`src/hw/tcc_pkg.sv`:
```
// Constants and types of the 16-bit capture/compare timer
// Behaviour
// - First match may lag one count clock
// - Lowered cycle value: counter wraps through overflow
// - External trigger ignored during one-shot pulse
// - Either trigger edge clears, starts one-shot
// - Overflow flag on wrap in listed modes
// - Overflow clear ineffective until counter leaves zero
// - Counter read never copies into second register
// - Stopped timer accepts no trigger input
// - One-shot only in free or edge-clear mode
// - Input A as count clock: no capture by A
// - Both edges on A: no cycle register capture
// - Capture at count fall, flag at next rise
// - Rewritten compare may match spuriously
// - Compare-configured register does not capture
// - High input after reset gives immediate rising edge
// - Noise filter samples twice, fx/8 or prescaler
package tcc_pkg;
  localparam int unsigned DW = 16;
  localparam int unsigned AW = 3;
  localparam int unsigned DIV_W = 6;

  typedef enum logic [1:0] {MODE_STOP, MODE_EDGE_CLR, MODE_FREE, MODE_MATCH_CLR} tcc_mode_t;

  ////////////////////////////////////////////////////////////////////////////
  // Register offsets
  localparam logic [AW-1:0] ADDR_CTRL   = 3'h0;
  localparam logic [AW-1:0] ADDR_PRESC  = 3'h1;
  localparam logic [AW-1:0] ADDR_CCCTRL = 3'h2;
  localparam logic [AW-1:0] ADDR_CYCLE_CAPTURE_COMPARE_REG   = 3'h3;
  localparam logic [AW-1:0] ADDR_SECOND_CAPTURE_COMPARE_REG   = 3'h4;
  localparam logic [AW-1:0] ADDR_COUNT  = 3'h5;
  localparam logic [AW-1:0] ADDR_STATUS = 3'h6;

  ////////////////////////////////////////////////////////////////////////////
  // Field positions
  localparam int unsigned CTRL_MODE_LO = 0;
  localparam int unsigned CTRL_MODE_HI = 1;
  localparam int unsigned CTRL_OS_EN   = 2;
  localparam int unsigned CTRL_SOFTWARE_ONESHOT_TRIGGER    = 3;
  localparam int unsigned PRESC_CLK_LO = 0;
  localparam int unsigned PRESC_CLK_HI = 1;
  localparam int unsigned PRESC_ESA_LO = 4;
  localparam int unsigned PRESC_ESA_HI = 5;
  localparam int unsigned PRESC_ESB_LO = 6;
  localparam int unsigned PRESC_ESB_HI = 7;
  localparam int unsigned CC_CYCLE_CAPTURE_COMPARE_REG_CAP  = 0;
  localparam int unsigned CC_CYCLE_CAPTURE_COMPARE_REG_SRCA = 1;
  localparam int unsigned CC_SECOND_CAPTURE_COMPARE_REG_CAP  = 2;
  localparam int unsigned ST_OVF       = 0;
  localparam int unsigned ST_FLAG_A    = 1;
  localparam int unsigned ST_FLAG_B    = 2;
  localparam int unsigned ST_OS_BUSY   = 3;
  localparam int unsigned ST_PULSE     = 4;

  ////////////////////////////////////////////////////////////////////////////
  // Encodings and reset values
  localparam logic [1:0] EDGE_FALL = 2'h0;
  localparam logic [1:0] EDGE_RISE = 2'h1;
  localparam logic [1:0] EDGE_NONE = 2'h2;
  localparam logic [1:0] EDGE_BOTH = 2'h3;
  localparam logic [1:0] CLK_DIV4  = 2'h0;
  localparam logic [1:0] CLK_DIV16 = 2'h1;
  localparam logic [1:0] CLK_EXT   = 2'h3;
  localparam logic [DIV_W-1:0] MASK_DIV4  = 6'h03;
  localparam logic [DIV_W-1:0] MASK_DIV16 = 6'h0F;
  localparam logic [DIV_W-1:0] MASK_DIV64 = 6'h3F;
  localparam logic [2:0] FILTER_DIV_MASK = 3'h7;
  localparam logic [DW-1:0] COUNT_MAX = 16'hFFFF;
  localparam logic [DW-1:0] RST_WORD  = 16'h0000;
endpackage : tcc_pkg

```
`src/hw/tcc_in_filter.sv`:
```
// Trigger pin synchroniser and two-sample noise filter
`timescale 1ns/1ns
`default_nettype none
module tcc_in_filter
  import tcc_pkg::*;
(
  input  wire logic i_sys_clk,
  input  wire logic i_reset_n,
  input  wire logic i_pin,
  input  wire logic i_sample_en,
  output var  logic o_level
);
  logic sync1;
  logic sync2;
  logic last_sample;

  always_ff @(posedge i_sys_clk or negedge i_reset_n) begin
    if (!i_reset_n) begin
      sync1 <= 1'b0;
      sync2 <= 1'b0;
    end else begin
      sync1 <= i_pin;
      sync2 <= sync1;
    end
  end

  // Level accepted only after two equal samples
  always_ff @(posedge i_sys_clk or negedge i_reset_n) begin
    if (!i_reset_n) begin
      last_sample <= 1'b0;
      o_level     <= 1'b0;
    end else if (i_sample_en) begin
      last_sample <= sync2;
      if (sync2 == last_sample) begin
        o_level <= sync2;
      end
    end
  end
endmodule : tcc_in_filter
`default_nettype wire

```
`src/hw/tcc_timer16.sv`:
```
// 16-bit timer/event counter with two capture/compare registers
`timescale 1ns/1ns
`default_nettype none
module tcc_timer16
  import tcc_pkg::*;
(
  input  wire logic          i_sys_clk,
  input  wire logic          i_reset_n,
  input  wire logic [AW-1:0] i_addr,
  input  wire logic [DW-1:0] i_wdata,
  input  wire logic          i_wr,
  input  wire logic          i_rd,
  output var  logic [DW-1:0] o_rdata,
  input  wire logic          i_trigger_input_a,
  input  wire logic          i_trigger_input_b,
  output var  logic          o_pulse_out,
  output var  logic          o_match_capture_irq_a,
  output var  logic          o_match_capture_irq_b
);
  tcc_mode_t        mode;
  logic             oneshot_en;
  logic [1:0]       clk_sel;
  logic [1:0]       edge_sel_a;
  logic [1:0]       edge_sel_b;
  logic             cycle_capture_compare_reg_cap;
  logic             cycle_capture_compare_reg_src_a;
  logic             second_capture_compare_reg_cap;
  logic [DW-1:0]    main_counter;
  logic [DW-1:0]    cycle_capture_compare_reg;
  logic [DW-1:0]    second_capture_compare_reg;
  logic             counter_overflow_flag;
  logic             ovf_hold;
  logic             match_capture_flag_a;
  logic             match_capture_flag_b;
  logic             os_busy;
  logic [DIV_W-1:0] div;
  logic             rise_d;
  logic             ran_once;
  logic [1:0]       lvl;
  logic [1:0]       prev;
  logic [1:0]       edge_acc;
  logic [1:0]       cap_pend;
  logic [1:0]       flag_pend;
  logic             run;
  logic             ext_clk;
  logic             presc_rise;
  logic             presc_fall;
  logic             sample_en;
  logic             count_rise;
  logic             count_fall;
  logic             wr_ctrl;
  logic             wr_cycle_capture_compare_reg;
  logic             wr_second_capture_compare_reg;
  logic             wr_status;
  logic             software_oneshot_trigger;
  logic             os_ok;
  logic             os_start;
  logic             clr_start;
  logic             match_a_evt;
  logic             match_b_evt;
  logic             ovf_evt;
  logic             req_a;
  logic             req_b;
  logic [1:0]       cap_fire;
  logic             set_a;
  logic             set_b;
  logic [DW-1:0]    next_counter;
  logic [DW-1:0]    next_rdata;

  ////////////////////////////////////////////////////////////////////////////
  // Decoding helpers
  function automatic logic edge_hit(input logic p, input logic l, input logic [1:0] sel);
    edge_hit = (l != p) && (sel == EDGE_BOTH || (sel == EDGE_RISE && l) ||
               (sel == EDGE_FALL && !l));
  endfunction : edge_hit

  function automatic logic div_phase(input logic [DIV_W-1:0] d, input logic [1:0] sel,
                                     input logic half);
    logic [DIV_W-1:0] mask;
    mask = (sel == CLK_DIV4) ? MASK_DIV4 : (sel == CLK_DIV16) ? MASK_DIV16 : MASK_DIV64;
    div_phase = half ? ((d & mask) == ((mask >> 1) + 6'h01)) : ((d & mask) == 6'h00);
  endfunction : div_phase

  ////////////////////////////////////////////////////////////////////////////
  // Count clock and sampling clock
  assign run        = (mode != MODE_STOP);
  assign ext_clk    = (clk_sel == CLK_EXT);
  assign presc_rise = !ext_clk && div_phase(div, clk_sel, 1'b0);
  assign presc_fall = !ext_clk && div_phase(div, clk_sel, 1'b1);
  assign sample_en  = ext_clk ? (div[2:0] == FILTER_DIV_MASK) : presc_rise;
  assign count_rise = ext_clk ? edge_acc[0] : presc_rise;
  assign count_fall = ext_clk ? rise_d : presc_fall;

  // Divider runs free, so a start lands anywhere in a count period
  always_ff @(posedge i_sys_clk or negedge i_reset_n) begin
    if (!i_reset_n) begin
      div    <= '0;
      rise_d <= 1'b0;
    end else begin
      div    <= div + 6'h01;
      rise_d <= count_rise;
    end
  end

  ////////////////////////////////////////////////////////////////////////////
  // Trigger inputs: filter and edge detection
  genvar gi;
  generate
    for (gi = 0; gi < 2; gi++) begin : g_in
      tcc_in_filter u_filt (
        .i_sys_clk   (i_sys_clk),
        .i_reset_n   (i_reset_n),
        .i_pin       ((gi == 0) ? i_trigger_input_a : i_trigger_input_b),
        .i_sample_en (sample_en),
        .o_level     (lvl[gi])
      );
    end
  endgenerate

  assign edge_acc[0] = run && edge_hit(prev[0], lvl[0], edge_sel_a);
  assign edge_acc[1] = run && edge_hit(prev[1], lvl[1], edge_sel_b);

  // Before the first start prev stays low, afterwards it tracks the level
  always_ff @(posedge i_sys_clk or negedge i_reset_n) begin
    if (!i_reset_n) begin
      ran_once <= 1'b0;
      prev     <= 2'b00;
    end else begin
      ran_once <= ran_once | run;
      if (run || ran_once) begin
        prev <= lvl;
      end
    end
  end

  ////////////////////////////////////////////////////////////////////////////
  // Counter, matches and overflow
  assign software_oneshot_trigger = wr_ctrl && i_wdata[CTRL_SOFTWARE_ONESHOT_TRIGGER];
  assign os_ok = oneshot_en && (mode == MODE_FREE || mode == MODE_EDGE_CLR);
  assign os_start = os_ok && !os_busy &&
                    (software_oneshot_trigger || edge_acc[0] || edge_acc[1]);
  assign clr_start = os_start || (mode == MODE_EDGE_CLR && !os_ok && edge_acc[0]);
  assign match_a_evt = run && count_rise && !cycle_capture_compare_reg_cap &&
                       (main_counter == cycle_capture_compare_reg);
  assign match_b_evt = run && count_rise && !second_capture_compare_reg_cap &&
                       (main_counter == second_capture_compare_reg);
  assign ovf_evt = run && count_rise && !clr_start && (main_counter == COUNT_MAX) &&
                   (mode != MODE_MATCH_CLR || cycle_capture_compare_reg == COUNT_MAX);

  always_comb begin
    next_counter = main_counter;
    if (!run) begin
      next_counter = RST_WORD;
    end else if (clr_start) begin
      next_counter = RST_WORD;
    end else if (count_rise) begin
      if (mode == MODE_MATCH_CLR && match_a_evt) begin
        next_counter = RST_WORD;
      end else begin
        next_counter = main_counter + 16'h0001;
      end
    end
  end

  always_ff @(posedge i_sys_clk or negedge i_reset_n) begin
    if (!i_reset_n) begin
      main_counter <= RST_WORD;
    end else begin
      main_counter <= next_counter;
    end
  end

  // Clear is refused while the counter still sits at zero after a wrap
  always_ff @(posedge i_sys_clk or negedge i_reset_n) begin
    if (!i_reset_n) begin
      counter_overflow_flag <= 1'b0;
      ovf_hold              <= 1'b0;
    end else begin
      if (ovf_evt) begin
        ovf_hold <= 1'b1;
      end else if (!run || next_counter != RST_WORD) begin
        ovf_hold <= 1'b0;
      end
      if (ovf_evt || ovf_hold) begin
        counter_overflow_flag <= 1'b1;
      end else if (wr_status && i_wdata[ST_OVF]) begin
        counter_overflow_flag <= 1'b0;
      end
    end
  end

  ////////////////////////////////////////////////////////////////////////////
  // One-shot pulse
  always_ff @(posedge i_sys_clk or negedge i_reset_n) begin
    if (!i_reset_n) begin
      os_busy     <= 1'b0;
      o_pulse_out <= 1'b0;
    end else if (!os_ok) begin
      os_busy     <= 1'b0;
      o_pulse_out <= 1'b0;
    end else if (os_start) begin
      os_busy     <= 1'b1;
      o_pulse_out <= 1'b0;
    end else if (os_busy && match_a_evt) begin
      os_busy     <= 1'b0;
      o_pulse_out <= 1'b0;
    end else if (os_busy && match_b_evt) begin
      o_pulse_out <= 1'b1;
    end
  end

  ////////////////////////////////////////////////////////////////////////////
  // Capture: latched at count fall, flagged at next count rise
  assign req_b = second_capture_compare_reg_cap && edge_acc[0] && !ext_clk;
  assign req_a = cycle_capture_compare_reg_cap && (edge_sel_a != EDGE_BOTH) &&
                 (cycle_capture_compare_reg_src_a ? (edge_acc[0] && !ext_clk) : edge_acc[1]);
  assign cap_fire = cap_pend & {2{count_fall}};

  always_ff @(posedge i_sys_clk or negedge i_reset_n) begin
    if (!i_reset_n) begin
      cap_pend  <= 2'b00;
      flag_pend <= 2'b00;
    end else if (!run) begin
      cap_pend  <= 2'b00;
      flag_pend <= 2'b00;
    end else begin
      cap_pend  <= (cap_pend & ~cap_fire) | {req_b, req_a};
      flag_pend <= (flag_pend & ~{2{count_rise}}) | cap_fire;
    end
  end

  assign set_a = match_a_evt || (flag_pend[0] && count_rise);
  assign set_b = match_b_evt || (flag_pend[1] && count_rise);

  // Capture beats a software write in the same cycle
  always_ff @(posedge i_sys_clk or negedge i_reset_n) begin
    if (!i_reset_n) begin
      cycle_capture_compare_reg  <= RST_WORD;
      second_capture_compare_reg <= RST_WORD;
    end else begin
      if (cap_fire[0]) begin
        cycle_capture_compare_reg <= main_counter;
      end else if (wr_cycle_capture_compare_reg) begin
        cycle_capture_compare_reg <= i_wdata;
      end
      if (cap_fire[1]) begin
        second_capture_compare_reg <= main_counter;
      end else if (wr_second_capture_compare_reg) begin
        second_capture_compare_reg <= i_wdata;
      end
    end
  end

  // Flags: set wins over clear
  always_ff @(posedge i_sys_clk or negedge i_reset_n) begin
    if (!i_reset_n) begin
      match_capture_flag_a  <= 1'b0;
      match_capture_flag_b  <= 1'b0;
      o_match_capture_irq_a <= 1'b0;
      o_match_capture_irq_b <= 1'b0;
    end else begin
      o_match_capture_irq_a <= set_a;
      o_match_capture_irq_b <= set_b;
      if (set_a) begin
        match_capture_flag_a <= 1'b1;
      end else if (wr_status && i_wdata[ST_FLAG_A]) begin
        match_capture_flag_a <= 1'b0;
      end
      if (set_b) begin
        match_capture_flag_b <= 1'b1;
      end else if (wr_status && i_wdata[ST_FLAG_B]) begin
        match_capture_flag_b <= 1'b0;
      end
    end
  end

  ////////////////////////////////////////////////////////////////////////////
  // Register port
  assign wr_ctrl   = i_wr && (i_addr == ADDR_CTRL);
  assign wr_cycle_capture_compare_reg   = i_wr && (i_addr == ADDR_CYCLE_CAPTURE_COMPARE_REG);
  assign wr_second_capture_compare_reg   = i_wr && (i_addr == ADDR_SECOND_CAPTURE_COMPARE_REG);
  assign wr_status = i_wr && (i_addr == ADDR_STATUS);

  always_ff @(posedge i_sys_clk or negedge i_reset_n) begin
    if (!i_reset_n) begin
      mode       <= MODE_STOP;
      oneshot_en <= 1'b0;
      clk_sel    <= CLK_DIV4;
      edge_sel_a <= EDGE_FALL;
      edge_sel_b <= EDGE_FALL;
      cycle_capture_compare_reg_cap   <= 1'b0;
      cycle_capture_compare_reg_src_a <= 1'b0;
      second_capture_compare_reg_cap   <= 1'b0;
    end else if (i_wr) begin
      if (i_addr == ADDR_CTRL) begin
        mode       <= tcc_mode_t'(i_wdata[CTRL_MODE_HI:CTRL_MODE_LO]);
        oneshot_en <= i_wdata[CTRL_OS_EN];
      end
      if (i_addr == ADDR_PRESC) begin
        clk_sel    <= i_wdata[PRESC_CLK_HI:PRESC_CLK_LO];
        edge_sel_a <= i_wdata[PRESC_ESA_HI:PRESC_ESA_LO];
        edge_sel_b <= i_wdata[PRESC_ESB_HI:PRESC_ESB_LO];
      end
      if (i_addr == ADDR_CCCTRL) begin
        cycle_capture_compare_reg_cap   <= i_wdata[CC_CYCLE_CAPTURE_COMPARE_REG_CAP];
        cycle_capture_compare_reg_src_a <= i_wdata[CC_CYCLE_CAPTURE_COMPARE_REG_SRCA];
        second_capture_compare_reg_cap   <= i_wdata[CC_SECOND_CAPTURE_COMPARE_REG_CAP];
      end
    end
  end

  always_comb begin
    next_rdata = RST_WORD;
    unique case (i_addr)
      ADDR_CTRL:   next_rdata = {13'h0000, oneshot_en, mode};
      ADDR_PRESC:  next_rdata = {8'h00, edge_sel_b, edge_sel_a, 2'h0, clk_sel};
      ADDR_CCCTRL: next_rdata = {13'h0000, second_capture_compare_reg_cap, cycle_capture_compare_reg_src_a, cycle_capture_compare_reg_cap};
      ADDR_CYCLE_CAPTURE_COMPARE_REG:   next_rdata = cycle_capture_compare_reg;
      ADDR_SECOND_CAPTURE_COMPARE_REG:   next_rdata = second_capture_compare_reg;
      ADDR_COUNT:  next_rdata = main_counter;
      ADDR_STATUS: next_rdata = {11'h000, o_pulse_out, os_busy, match_capture_flag_b,
                                 match_capture_flag_a, counter_overflow_flag};
      default:     next_rdata = RST_WORD;
    endcase
  end

  always_ff @(posedge i_sys_clk or negedge i_reset_n) begin
    if (!i_reset_n) begin
      o_rdata <= RST_WORD;
    end else begin
      o_rdata <= i_rd ? next_rdata : RST_WORD;
    end
  end

  ////////////////////////////////////////////////////////////////////////////
  // Checks
  AST_COUNT_INC: assert property (
    @(posedge i_sys_clk) disable iff (!i_reset_n)
    (run && count_rise && !clr_start && !(mode == MODE_MATCH_CLR && match_a_evt))
    |=> (main_counter == $past(main_counter) + 16'h0001))
    else $error("counter did not advance on count tick");
  AST_STOP_NO_INPUT: assert property (
    @(posedge i_sys_clk) disable iff (!i_reset_n)
    !run |-> (edge_acc == 2'b00) ##1 (main_counter == RST_WORD))
    else $error("stopped timer accepted input or kept count");
  AST_OVF_SET: assert property (
    @(posedge i_sys_clk) disable iff (!i_reset_n)
    (run && count_rise && !clr_start && main_counter == COUNT_MAX && mode != MODE_MATCH_CLR)
    |=> counter_overflow_flag && main_counter == RST_WORD)
    else $error("overflow flag not set on wrap");
  AST_OVF_CLR_LOST: assert property (
    @(posedge i_sys_clk) disable iff (!i_reset_n)
    (ovf_hold && wr_status && i_wdata[ST_OVF]) |=> counter_overflow_flag)
    else $error("overflow clear took effect at count zero");
  AST_OS_IGNORE: assert property (
    @(posedge i_sys_clk) disable iff (!i_reset_n)
    (os_busy && os_ok && edge_acc[0] && !count_rise) |=> $stable(main_counter))
    else $error("trigger restarted a running one-shot");
  AST_OS_MATCH_MODE: assert property (
    @(posedge i_sys_clk) disable iff (!i_reset_n)
    (mode == MODE_MATCH_CLR) |=> !os_busy && !o_pulse_out)
    else $error("one-shot active in match-clear mode");
  AST_NO_CAP_BOTH: assert property (
    @(posedge i_sys_clk) disable iff (!i_reset_n)
    (edge_sel_a == EDGE_BOTH && cycle_capture_compare_reg_src_a && !wr_cycle_capture_compare_reg) |-> !req_a ##1 1'b1)
    else $error("cycle register capture with both edges");
  AST_NO_CAP_EXT: assert property (
    @(posedge i_sys_clk) disable iff (!i_reset_n)
    (ext_clk && edge_acc[0]) |-> !req_b && !(cycle_capture_compare_reg_src_a && req_a))
    else $error("capture by input used as count clock");
  AST_CAP_FLAG_RISE: assert property (
    @(posedge i_sys_clk) disable iff (!i_reset_n)
    (run && cap_fire[1]) |-> count_fall ##1 flag_pend[1])
    else $error("capture not at count fall or flag lost");
endmodule : tcc_timer16
`default_nettype wire

```
`config.mk`:
```
export PLATFORM = sky130hd
export DESIGN_NAME = tcc_timer16
export DESIGN_NICKNAME = d
export VERILOG_FILES = /design/src/hw/tcc_pkg.sv /design/src/hw/tcc_in_filter.sv /design/src/hw/tcc_timer16.sv
export SDC_FILE = /design/constraint.sdc
export NUM_CORES = 1
export LEC_CHECK = 0
export BUFFER_PORTS_ARGS = -buffer_cell sky130_fd_sc_hd__clkbuf_2
export CELL_PAD_IN_SITES_DETAIL_PLACEMENT = 1
export CELL_PAD_IN_SITES_GLOBAL_PLACEMENT = 1
export CORE_ASPECT_RATIO = 0.9
export CORE_UTILIZATION = 44
export DETAILED_ROUTE_END_ITERATION = 6
export GPL_ROUTABILITY_DRIVEN = 0
export PLACE_DENSITY = 0.78
export SLEW_MARGIN = 20
export SYNTH_ARGS = -nofsm -noshare
export SYNTH_HDL_FRONTEND = slang
export SYNTH_SLANG_ARGS = --single-unit
```
`constraint.sdc`:
```
create_clock -name i_sys_clk -period 3 [get_ports i_sys_clk]
set_input_delay 0.3 -clock i_sys_clk [delete_from_list [all_inputs] [get_ports i_sys_clk]]
set_output_delay 0.3 -clock i_sys_clk [all_outputs]
set_load 0.01 [all_outputs]
```
==> results of run 1 <==
## repair_timing
action | CTS | global route
setup endpoints to repair | 0 | 1
resized for setup | 0 | 1
hold buffers | 1 | 0
endpoints found under the hold margin | 42 | 0
## synthesized netlist by cell type (8+ instances only)
cell type  instances
nor2_1            75
buf_2             14
clkbuf_1          19
nand2_1           39
inv_1              9
nor2b_1            9
xor2_1            34
nand3_1           18
dfrtp_1          106
nor3_1             8
a21o_1             8
nand4_1           13
a22oi_1           15
mux2i_1           38
xnor2_1           18
mux2_2            22
a21oi_1           47
o21ai_0           11
## final cells by class
| cell class | instances | area, sq um | area share, % |
|---|---|---|---|
| tap | 164 | 205 | 3.15 |
| clock buffer | 10 | 239 | 3.66 |
| sequential | 106 | 2650 | 40.7 |
| inverter | 9 | 33.8 | 0.518 |
| timing repair buffer | 64 | 390 | 5.99 |
| clock inverter | 6 | 48.8 | 0.748 |
| multi-input combinational | 432 | 2950 | 45.3 |
## where the power goes
| part | total [uW] | switching [uW] | internal, uW |
|---|---|---|---|
| Sequential | 2180 | 429 | 1760 |
| Clock | 1170 | 570 | 595 |
| Combinational | 1120 | 586 | 535 |
| Total | 4470 | 1580 | 2890 |
## worst max-delay path, stage by stage, from the launching register on
cell	delay (ns)
dfrtp_1	0.40
inv_1	0.10
ha_1	0.26
and4bb_2	0.27
a21oi_2	0.23
o21a_2	0.29
inv_1	0.20
a31o_4	0.37
o21bai_1	0.17
a41oi_1	0.25
a21oi_1	0.07
## per-layer routing
| layer | up-vias | share of wire, % | GRT usage [%] |
|---|---|---|---|
| met5 | - | 0 | 0 |
| met4 | 0 | 2.3 | 8.84 |
| met3 | 29 | 5.8 | 5.64 |
| met2 | 144 | 47 | 41.2 |
| met1 | 2416 | 44 | 35.8 |
| li1 | 2141 | - | - |
## final timing paths
path	end	slack, ns	cells past startpoint
min in group asynchronous	cycle_capture_compare_reg[1]	0.46	2
min	g_in[1].u_filt.sync1	0.04	1
max	ovf_hold	0.28	10
min reg2reg	g_in[1].u_filt.sync2	0.35	0
max reg2reg	ovf_hold	0.28	10
max in group asynchronous	main_counter[9]	1.78	3
## placed cells by master (no fill, tap or decap), types with 2 or more instances in the layout
master        n
a211oi_1      2
nand2_1      39
a211o_1       2
mux2_2       22
and2_1        3
and4_1        2
nor2b_1       9
xnor2_1      18
o22ai_1       3
clkbuf_2     42
clkinvlp_4    2
and3_1        4
a311oi_1      2
nand3_1      18
o32ai_1       2
a22o_1        6
nor4_1        6
o31ai_1       2
nor2_1       75
clkbuf_16     9
xor2_1       34
mux2i_1      38
ha_1          7
o21ai_0      11
nand4_1      13
nor3_1        8
and3b_1       3
a21o_1        8
inv_1         9
nand2b_1      3
dfrtp_1     106
buf_4        20
a22oi_1      15
a21oi_1      47
## metrics by stage
step                std cells  instance area (sq um)  total power, uW  hold WS, ns
floorplan                 591                   5860             2860      0.00441
global placement          774                   6220             3230        0.324
detailed placement        774                   6220             3310        0.328
CTS                       791                   6520             4500       0.0307
global route              791                   6520             4700       0.0255
finish                    791                   6520             4470       0.0419
## kinds of logic after synthesis
group,count (synthesis),synth area share [%]
AND/OR/NAND/NOR,197,17.1
AO/OA/AOI/OAI,115,12.9
flip-flops,106,45.3
multiplexers,61,11.1
buffers and inverters,53,4.34
XOR/XNOR,52,7.77
adder cells (fa/ha/maj),7,1.50
==> impl_metrics.ini, run 1 <==
[outcome]
status = completed

[synthesis]
avgSynthCellArea_sq_um = 9.91
synth_top_cells_by_area = dfrtp_1 45%, mux2i_1 6.5%, xor2_1 5.1%
yosysTopAreaCellShare_pct = 45.3
syn_nets = 623
synth_edf_count = 0
synth-main-ff-cell = dfrtp_1
async_flop_share_pct = 100
ys_seq_elements = 106
yosys_warnings = 0
postSynthCellCount = 591
synth_cell_types = 65
yosysSeqAreaShare_pct = 45.3
syn-cell-area_sq_um = 5860
synth_top_area_cell = dfrtp_1

[sta]
setup_viol = 0
setup_tns_ns = 0
rsz0062_at_grt = false
setup_ws_ns = 0.275
hold_viol_final = 0
slew_headroom_pct = 59.9
post-route-period-util_pct = 90.8
fmax_ghz = 0.367
skew_ns = 0.0146
fin_crit_ns = 2.72
tightest_slew_ns = 0.596
slew_viol_final = 0

[drt]
drtAntennaViolNets = 0
dr.pass1.iters = 7
via_per_inst = 5.98
routed_wl_um = 16800
wl_per_cell_um = 21.3
num_vias = 4730
drt_iter0_drc = 366
drc_errors = 0

[clocking]
cts_root_buf = clkbuf_16
cts_tree = built
numCtsBuffers = 9
ctsLongestPathBuffers = 2
path_clk_slew_ns = 0.07
clock_latency_ns = 0.36
cts_sinks = 106
post-cts-setup-buffers = 0
htree_levels = 3

[worst_setup_path]
critPathCaptureType = register
cp.required_ns = 3.24
start_kind = register
crit_fanout = 17
critPathArrivalTime_ns = 2.97
r2r_start = mode[1]
critPathLaunch = mode[1]
path_class = register to register

[die]
fp.coreArea_sq_um = 12800
die_h_um = 111
fp.dieW_um = 124
rows = 39
start_util_pct = 45.6
boundaryPins = 44
die-area_sq_um = 13800

[flow_run]
maxCapViolCount = 0

[min_path]
hold_start = i_trigger_input_b
hold_path_class = input pin to register

[layout]
drive_gt1_share_pct = 18.5
area_growth_pct = 11.3
fin_util_pct = 50.8
antenna_cells = 0
nNetsFinal = 654
nFillCells = 1438

[pwr]
peakVddDrop_v = 0.000275
leakagePower_uw = 0.00307
power.density_nw_per_um2 = 685

[placement]
dpl.hpwl_um = 12100
dp_slack_ns = 0.154
numPortBuffers = 43

[grt]
antenna_found_initial = 0
grt_pass1_wl_um = 27300
track_usage_pct = 26.3
grt_max_degree = 65
grt_pass1_vias = 4939
grt.overflow.total = 0
(Power assumes the default switching activity.)
==> run 2: changes to the inputs <==
Settings changed: ABC_AREA from default to 1, PLACE_DENSITY 0.78 to 0.81.
==> impl_metrics.ini, run 2 <==
[outcome]
status = completed

[pwr]
power.density_nw_per_um2 = 666
leakagePower_uw = 0.00321
peakVddDrop_v = 0.000326
power_uw = 4340

[die]
die-area_sq_um = 13800
start_util_pct = 45.6
boundaryPins = 44
die_h_um = 111
fp.coreArea_sq_um = 12800
fp.dieW_um = 124
rows = 39

[drt]
drtAntennaViolNets = 0
drt_iter0_drc = 551
wl_per_cell_um = 20.7
dr.pass1.iters = 5
drc_errors = 0
via_per_inst = 5.88
num_vias = 5549
routed_wl_um = 19500

[worst_setup_path]
start_kind = register
path_class = register to register
cp.required_ns = 3.30
timing.rr.end = ovf_hold
crit_fanout = 23
critPathArrivalTime_ns = 2.81
r2r_start = mode[0]
rr_worst_depth = 16
r2r_slack_ns = 0.49
critPathCaptureType = register

[clocking]
path_clk_slew_ns = 0.07
numCtsBuffers = 9
cts_sinks = 106
htree_levels = 3
ctsLongestPathBuffers = 2
clock_latency_ns = 0.36
post-cts-setup-buffers = 0
cts_root_buf = clkbuf_16
cts_tree = built

[sta]
fin_crit_ns = 2.51
hold_slack_ns = 0.0497
hold_viol_final = 0
setup_tns_ns = 0
setup_viol = 0
slew_viol_final = 0
skew_ns = 0.00857
fmax_ghz = 0.398
tightest_slew_ns = 0.727
slew_headroom_pct = 51.2
setup_ws_ns = 0.488
rsz0062_at_grt = false
post-route-period-util_pct = 83.7

[synthesis]
async_flop_share_pct = 100
synthSimpleGateAreaFrac_pct = 27.7
synth-main-ff-cell = dfrtp_1
postSynthCellCount = 741
synthAdderAreaFrac_pct = 1.50
synth_mux_area_share_pct = 0.193
ys_seq_elements = 106
synth_cell_types = 42
synth_top_cells_by_area = dfrtp_1 45%, nand2_1 9.7%, nand3_1 8.7%
synthXorXnorAreaFrac_pct = 2.25
synth-compound-area-share_pct = 13.4
synth_most_common_cell = nand2_1
yosysTopAreaCellShare_pct = 45.4
avgSynthCellArea_sq_um = 7.89
synth_top_family_by_area = simple AND/OR/NAND/NOR gates
synth_edf_count = 0
syn_nets = 773
yosysSeqAreaShare_pct = 45.4
synth_top_area_cell = dfrtp_1
yosys_warnings = 0
synth_common_cells = 151 x nand2_1, 106 x dfrtp_1, 102 x nand3_1
syn-cell-area_sq_um = 5850

[grt]
grt_max_degree = 61
grt_pass1_vias = 5863
grt_pass1_wl_um = 31500
track_usage_pct = 30.5
grt.overflow.total = 0
antenna_found_initial = 0

[flow_run]
maxCapViolCount = 0

[min_path]
worstHoldEndpoint = g_in[1].u_filt.sync1
hold_path_class = input pin to register
min_path_cells = 1
hold_start = i_trigger_input_b

[layout]
antenna_cells = 0
drive_gt1_share_pct = 13.7
area_growth_pct = 11.4
layout_common_cells = 150 x nand2_1, 106 x dfrtp_1, 102 x nand3_1
area.sequential_sq_um = 2650
multi_input_area_sq_um = 2640
final_common_cell = nand2_1
nFillCells = 1598
nNetsFinal = 808

[placement]
numPortBuffers = 43
dp_slack_ns = 0.332
dpl.hpwl_um = 14300
[run 2: worst max path at each step]
stage / startpoint / to / slack (ns) / cells after the start
after floorplan: mode[0] / ovf_hold / 1.09 / 17
final: mode[0] / ovf_hold / 0.49 / 16
after global routing: mode[0] / ovf_hold / 0.23 / 14
after CTS: mode[0] / ovf_hold / 0.24 / 16
after detailed placement: mode[0] / ovf_hold / 0.33 / 14
after global placement: mode[0] / ovf_hold / 0.44 / 16
[run 2: where the power goes]
group	switching (uW)	internal, uW	total, uW
registers	290	1700	1990
clock network	547	689	1240
logic	708	405	1110
total	1540	2790	4340
[run 2: worst max-delay path, cell delays in order, from the launching register on]
cell and delay (ns):
dfrtp_1 0.37, inv_1 0.08, ha_1 0.34, nor2_2 0.20, nand3_2 0.11, nand2_2 0.36, buf_4 0.24, nand3_1 0.08
nand2_1 0.09, nand2_1 0.07, nand3_2 0.08, nand2_1 0.06, nor2_1 0.09, nand2_1 0.06, nor2_1 0.08, nand2_1 0.06
nand2_1 0.05
[run 2: kinds of logic after synthesis]
group	Yosys count
multiplexers	1
buffers and inverters	138
AND/OR/NAND/NOR	351
AO/OA/AOI/OAI	123
flip-flops	106
XOR/XNOR	15
adder cells (fa/ha/maj)	7
[run 2: metal layers]
layer	share of wire [%]	vias to the layer above	track usage, %
met2	46	170	46.5
li1	-	2541	-
met1	47	2804	43.7
met4	2.1	0	9.32
met5	0	-	0
met3	5.3	34	5.99
[run 2: final cells by class]
| type | count | share of cell area, % |
|---|---|---|
| timing repair buffer | 53 | 4.72 |
| inverter | 109 | 6.30 |
| clock buffer | 11 | 3.88 |
| clock inverter | 4 | 0.787 |
| sequential | 106 | 40.7 |
| tap | 164 | 3.15 |
| multi-input combinational | 497 | 40.5 |
[run 2: what timing repair did]
| item | in CTS | in global routing |
|---|---|---|
| endpoints found under the hold margin | 46 | 0 |
| endpoints found under the setup margin | 0 | 1 |
| gates resized for setup | 0 | 1 |
| hold buffers | 1 | 0 |
[run 2: per-stage QoR]
| step | instance area [sq um] | utilization (%) | std cells |
|---|---|---|---|
| after floorplan | 5850 | - | 741 |
| after global placement | 6200 | 48.3 | 928 |
| after detailed placement | 6200 | 48.3 | 928 |
| after CTS | 6510 | 50.8 | 944 |
| after global routing | 6520 | 50.8 | 944 |
| final | 6520 | 50.8 | 944 |
==> run 3: changes to the inputs <==
Settings changed: CORE_UTILIZATION 44 to 41, PLACE_DENSITY 0.81 to 0.8.
Clock period 3 ns to 2.1 ns, I/O delays scaled along.
==> impl_metrics.ini, run 3 (synthesis gave the netlist of run 2 again) <==
[clocking]
numCtsBuffers = 9
htree_levels = 3
clock_latency_ns = 0.37
cts_tree = built
cts_sinks = 106
ctsLongestPathBuffers = 2
path_clk_slew_ns = 0.08
cts_root_buf = clkbuf_16

[sta]
setup_viol = 2
post-route-period-util_pct = 105
hold_slack_ns = 0.112
slew_headroom_pct = 49.0
fin_crit_ns = 2.21
rsz0062_at_grt = true
setup_tns_ns = -0.112
setup_ws_ns = -0.108
slew_viol_final = 0
skew_ns = 0.00916
fmax_ghz = 0.453
hold_viol_final = 0
tightest_slew_ns = 0.764

[placement]
dpl.hpwl_um = 15500
numPortBuffers = 43
dpl_cell_area_sq_um = 6710

[drt]
num_vias = 6260
drt_iter0_drc = 636
wl_per_cell_um = 21.7
dr.pass1.iters = 5
routed_wl_um = 23100
drc_errors = 0
via_per_inst = 5.88
drtAntennaViolNets = 0

[worst_setup_path]
critPathCaptureType = register
critPathArrivalTime_ns = 2.47
crit_fanout = 8
slowest_stage = dfrtp_1
cp_common_cell = nand2_1
cp.buffers_inverters = 2
path_class = register to register
crit_chain = inv_1, ha_4, buf_6, a21oi_2, nand3_2, nand3_1, nand2_2, nand2_8, nor2_1, nand2_2, nor2_2, nor2_2, nand2_1, nor2_1, nand2_1, nand2_1
cp_top_family = simple AND/OR/NAND/NOR gates
cpPeakStageDelay_ns = 0.41
start_kind = register
cp.required_ns = 2.37

[grt]
grt_pass1_vias = 6369
antenna_found_initial = 0
grt_max_degree = 50
grt_pass1_wl_um = 34800
grt.overflow.total = 0
track_usage_pct = 31.5

[layout]
drive_gt1_share_pct = 27.4
layout_common_cells = 143 x nand2_1, 97 x dfrtp_1, 91 x nand3_1
area_growth_pct = 28.5
multi_input_area_sq_um = 2860
antenna_cells = 0
nNetsFinal = 899
final_common_cell = nand2_1
final_area_sq_um = 7510
area.sequential_sq_um = 2660
nFillCells = 1717

[pwr]
leakagePower_uw = 0.00368
peakVddDrop_v = 0.000469
power.density_nw_per_um2 = 906

[die]
die_h_um = 115
boundaryPins = 44
fp.dieW_um = 128
fp.coreArea_sq_um = 14000
die-area_sq_um = 14700
start_util_pct = 41.9
rows = 41

[outcome]
violations = negative setup slack
status = finished, violations left

[min_path]
hold_path_class = input pin to register

[flow_run]
maxCapViolCount = 0
## run 3: repair_timing
action / CTS / global route
endpoints found under the setup margin: 12 / 11
resized for setup: 35 / 32
setup buffers: 14 / 13
hold buffers: 3 / 0
gates cloned: 2 / 0
hold endpoints to repair: 33 / 0
pin swaps: 8 / 17
## run 3: worst register-to-register path, delay by kind of cell (launching register included)
family / cells / cell delay [ns]
AOI/OAI and AO/OA: 1 / 0.05
adders and majority gates: 1 / 0.18
and+or+nand+nor: 12 / 1.17
buffers and inverters: 2 / 0.30
DFF: 1 / 0.41
## run 3: per-layer routing
layer	up-vias	GRT usage, %	share of wire [%]
met5	-	0	0
li1	2726	-	-
met2	322	49.7	47
met1	3130	41.7	42
met3	82	6.61	7.5
met4	0	14.7	4.0
## run 3: path summary, 6_finish.rpt
| check | from | end | slack, ns | cells past startpoint |
|---|---|---|---|---|
| setup / recovery | mode[0] | ovf_hold | -0.11 | 16 |
| max in group asynchronous | i_reset_n | o_rdata[4] | 1.02 | 3 |
| hold reg to reg | g_in[0].u_filt.sync1 | g_in[0].u_filt.sync2 | 0.35 | 0 |
| min in group asynchronous | i_reset_n | div[4] | 0.34 | 2 |
| setup reg to reg | mode[0] | ovf_hold | -0.11 | 16 |
| hold / removal | i_wdata[8] | second_capture_compare_reg[8] | 0.11 | 3 |
## run 3: cell type report
class | instances | area share, %
clock buffers | 9 | 3.00
clock inverters | 7 | 0.783
inverters | 109 | 5.64
multi-input cells | 498 | 38.0
flip-flops and latches | 106 | 35.4
well taps | 193 | 3.21
repair buffers | 142 | 13.8
repair inverters | 1 | 0.150
## run 3: metrics by stage
step | setup slack (ns) | cells | total power, uW | utilization, %
after CTS | 0.000624 | 1052 | 6500 | 52.2
after detailed placement | -0.335 | 1017 | 4590 | 48.1
after global routing | -0.227 | 1065 | 7100 | 53.9
after floorplan | 0.190 | 741 | 3850 | -
final | -0.108 | 1065 | 6810 | 53.9
after global placement | -0.167 | 1017 | 4470 | 48.1
## run 3: power by group
group | switching, uW | internal [uW]
clock | 882 | 830
sequential | 400 | 2430
combinational | 1350 | 917
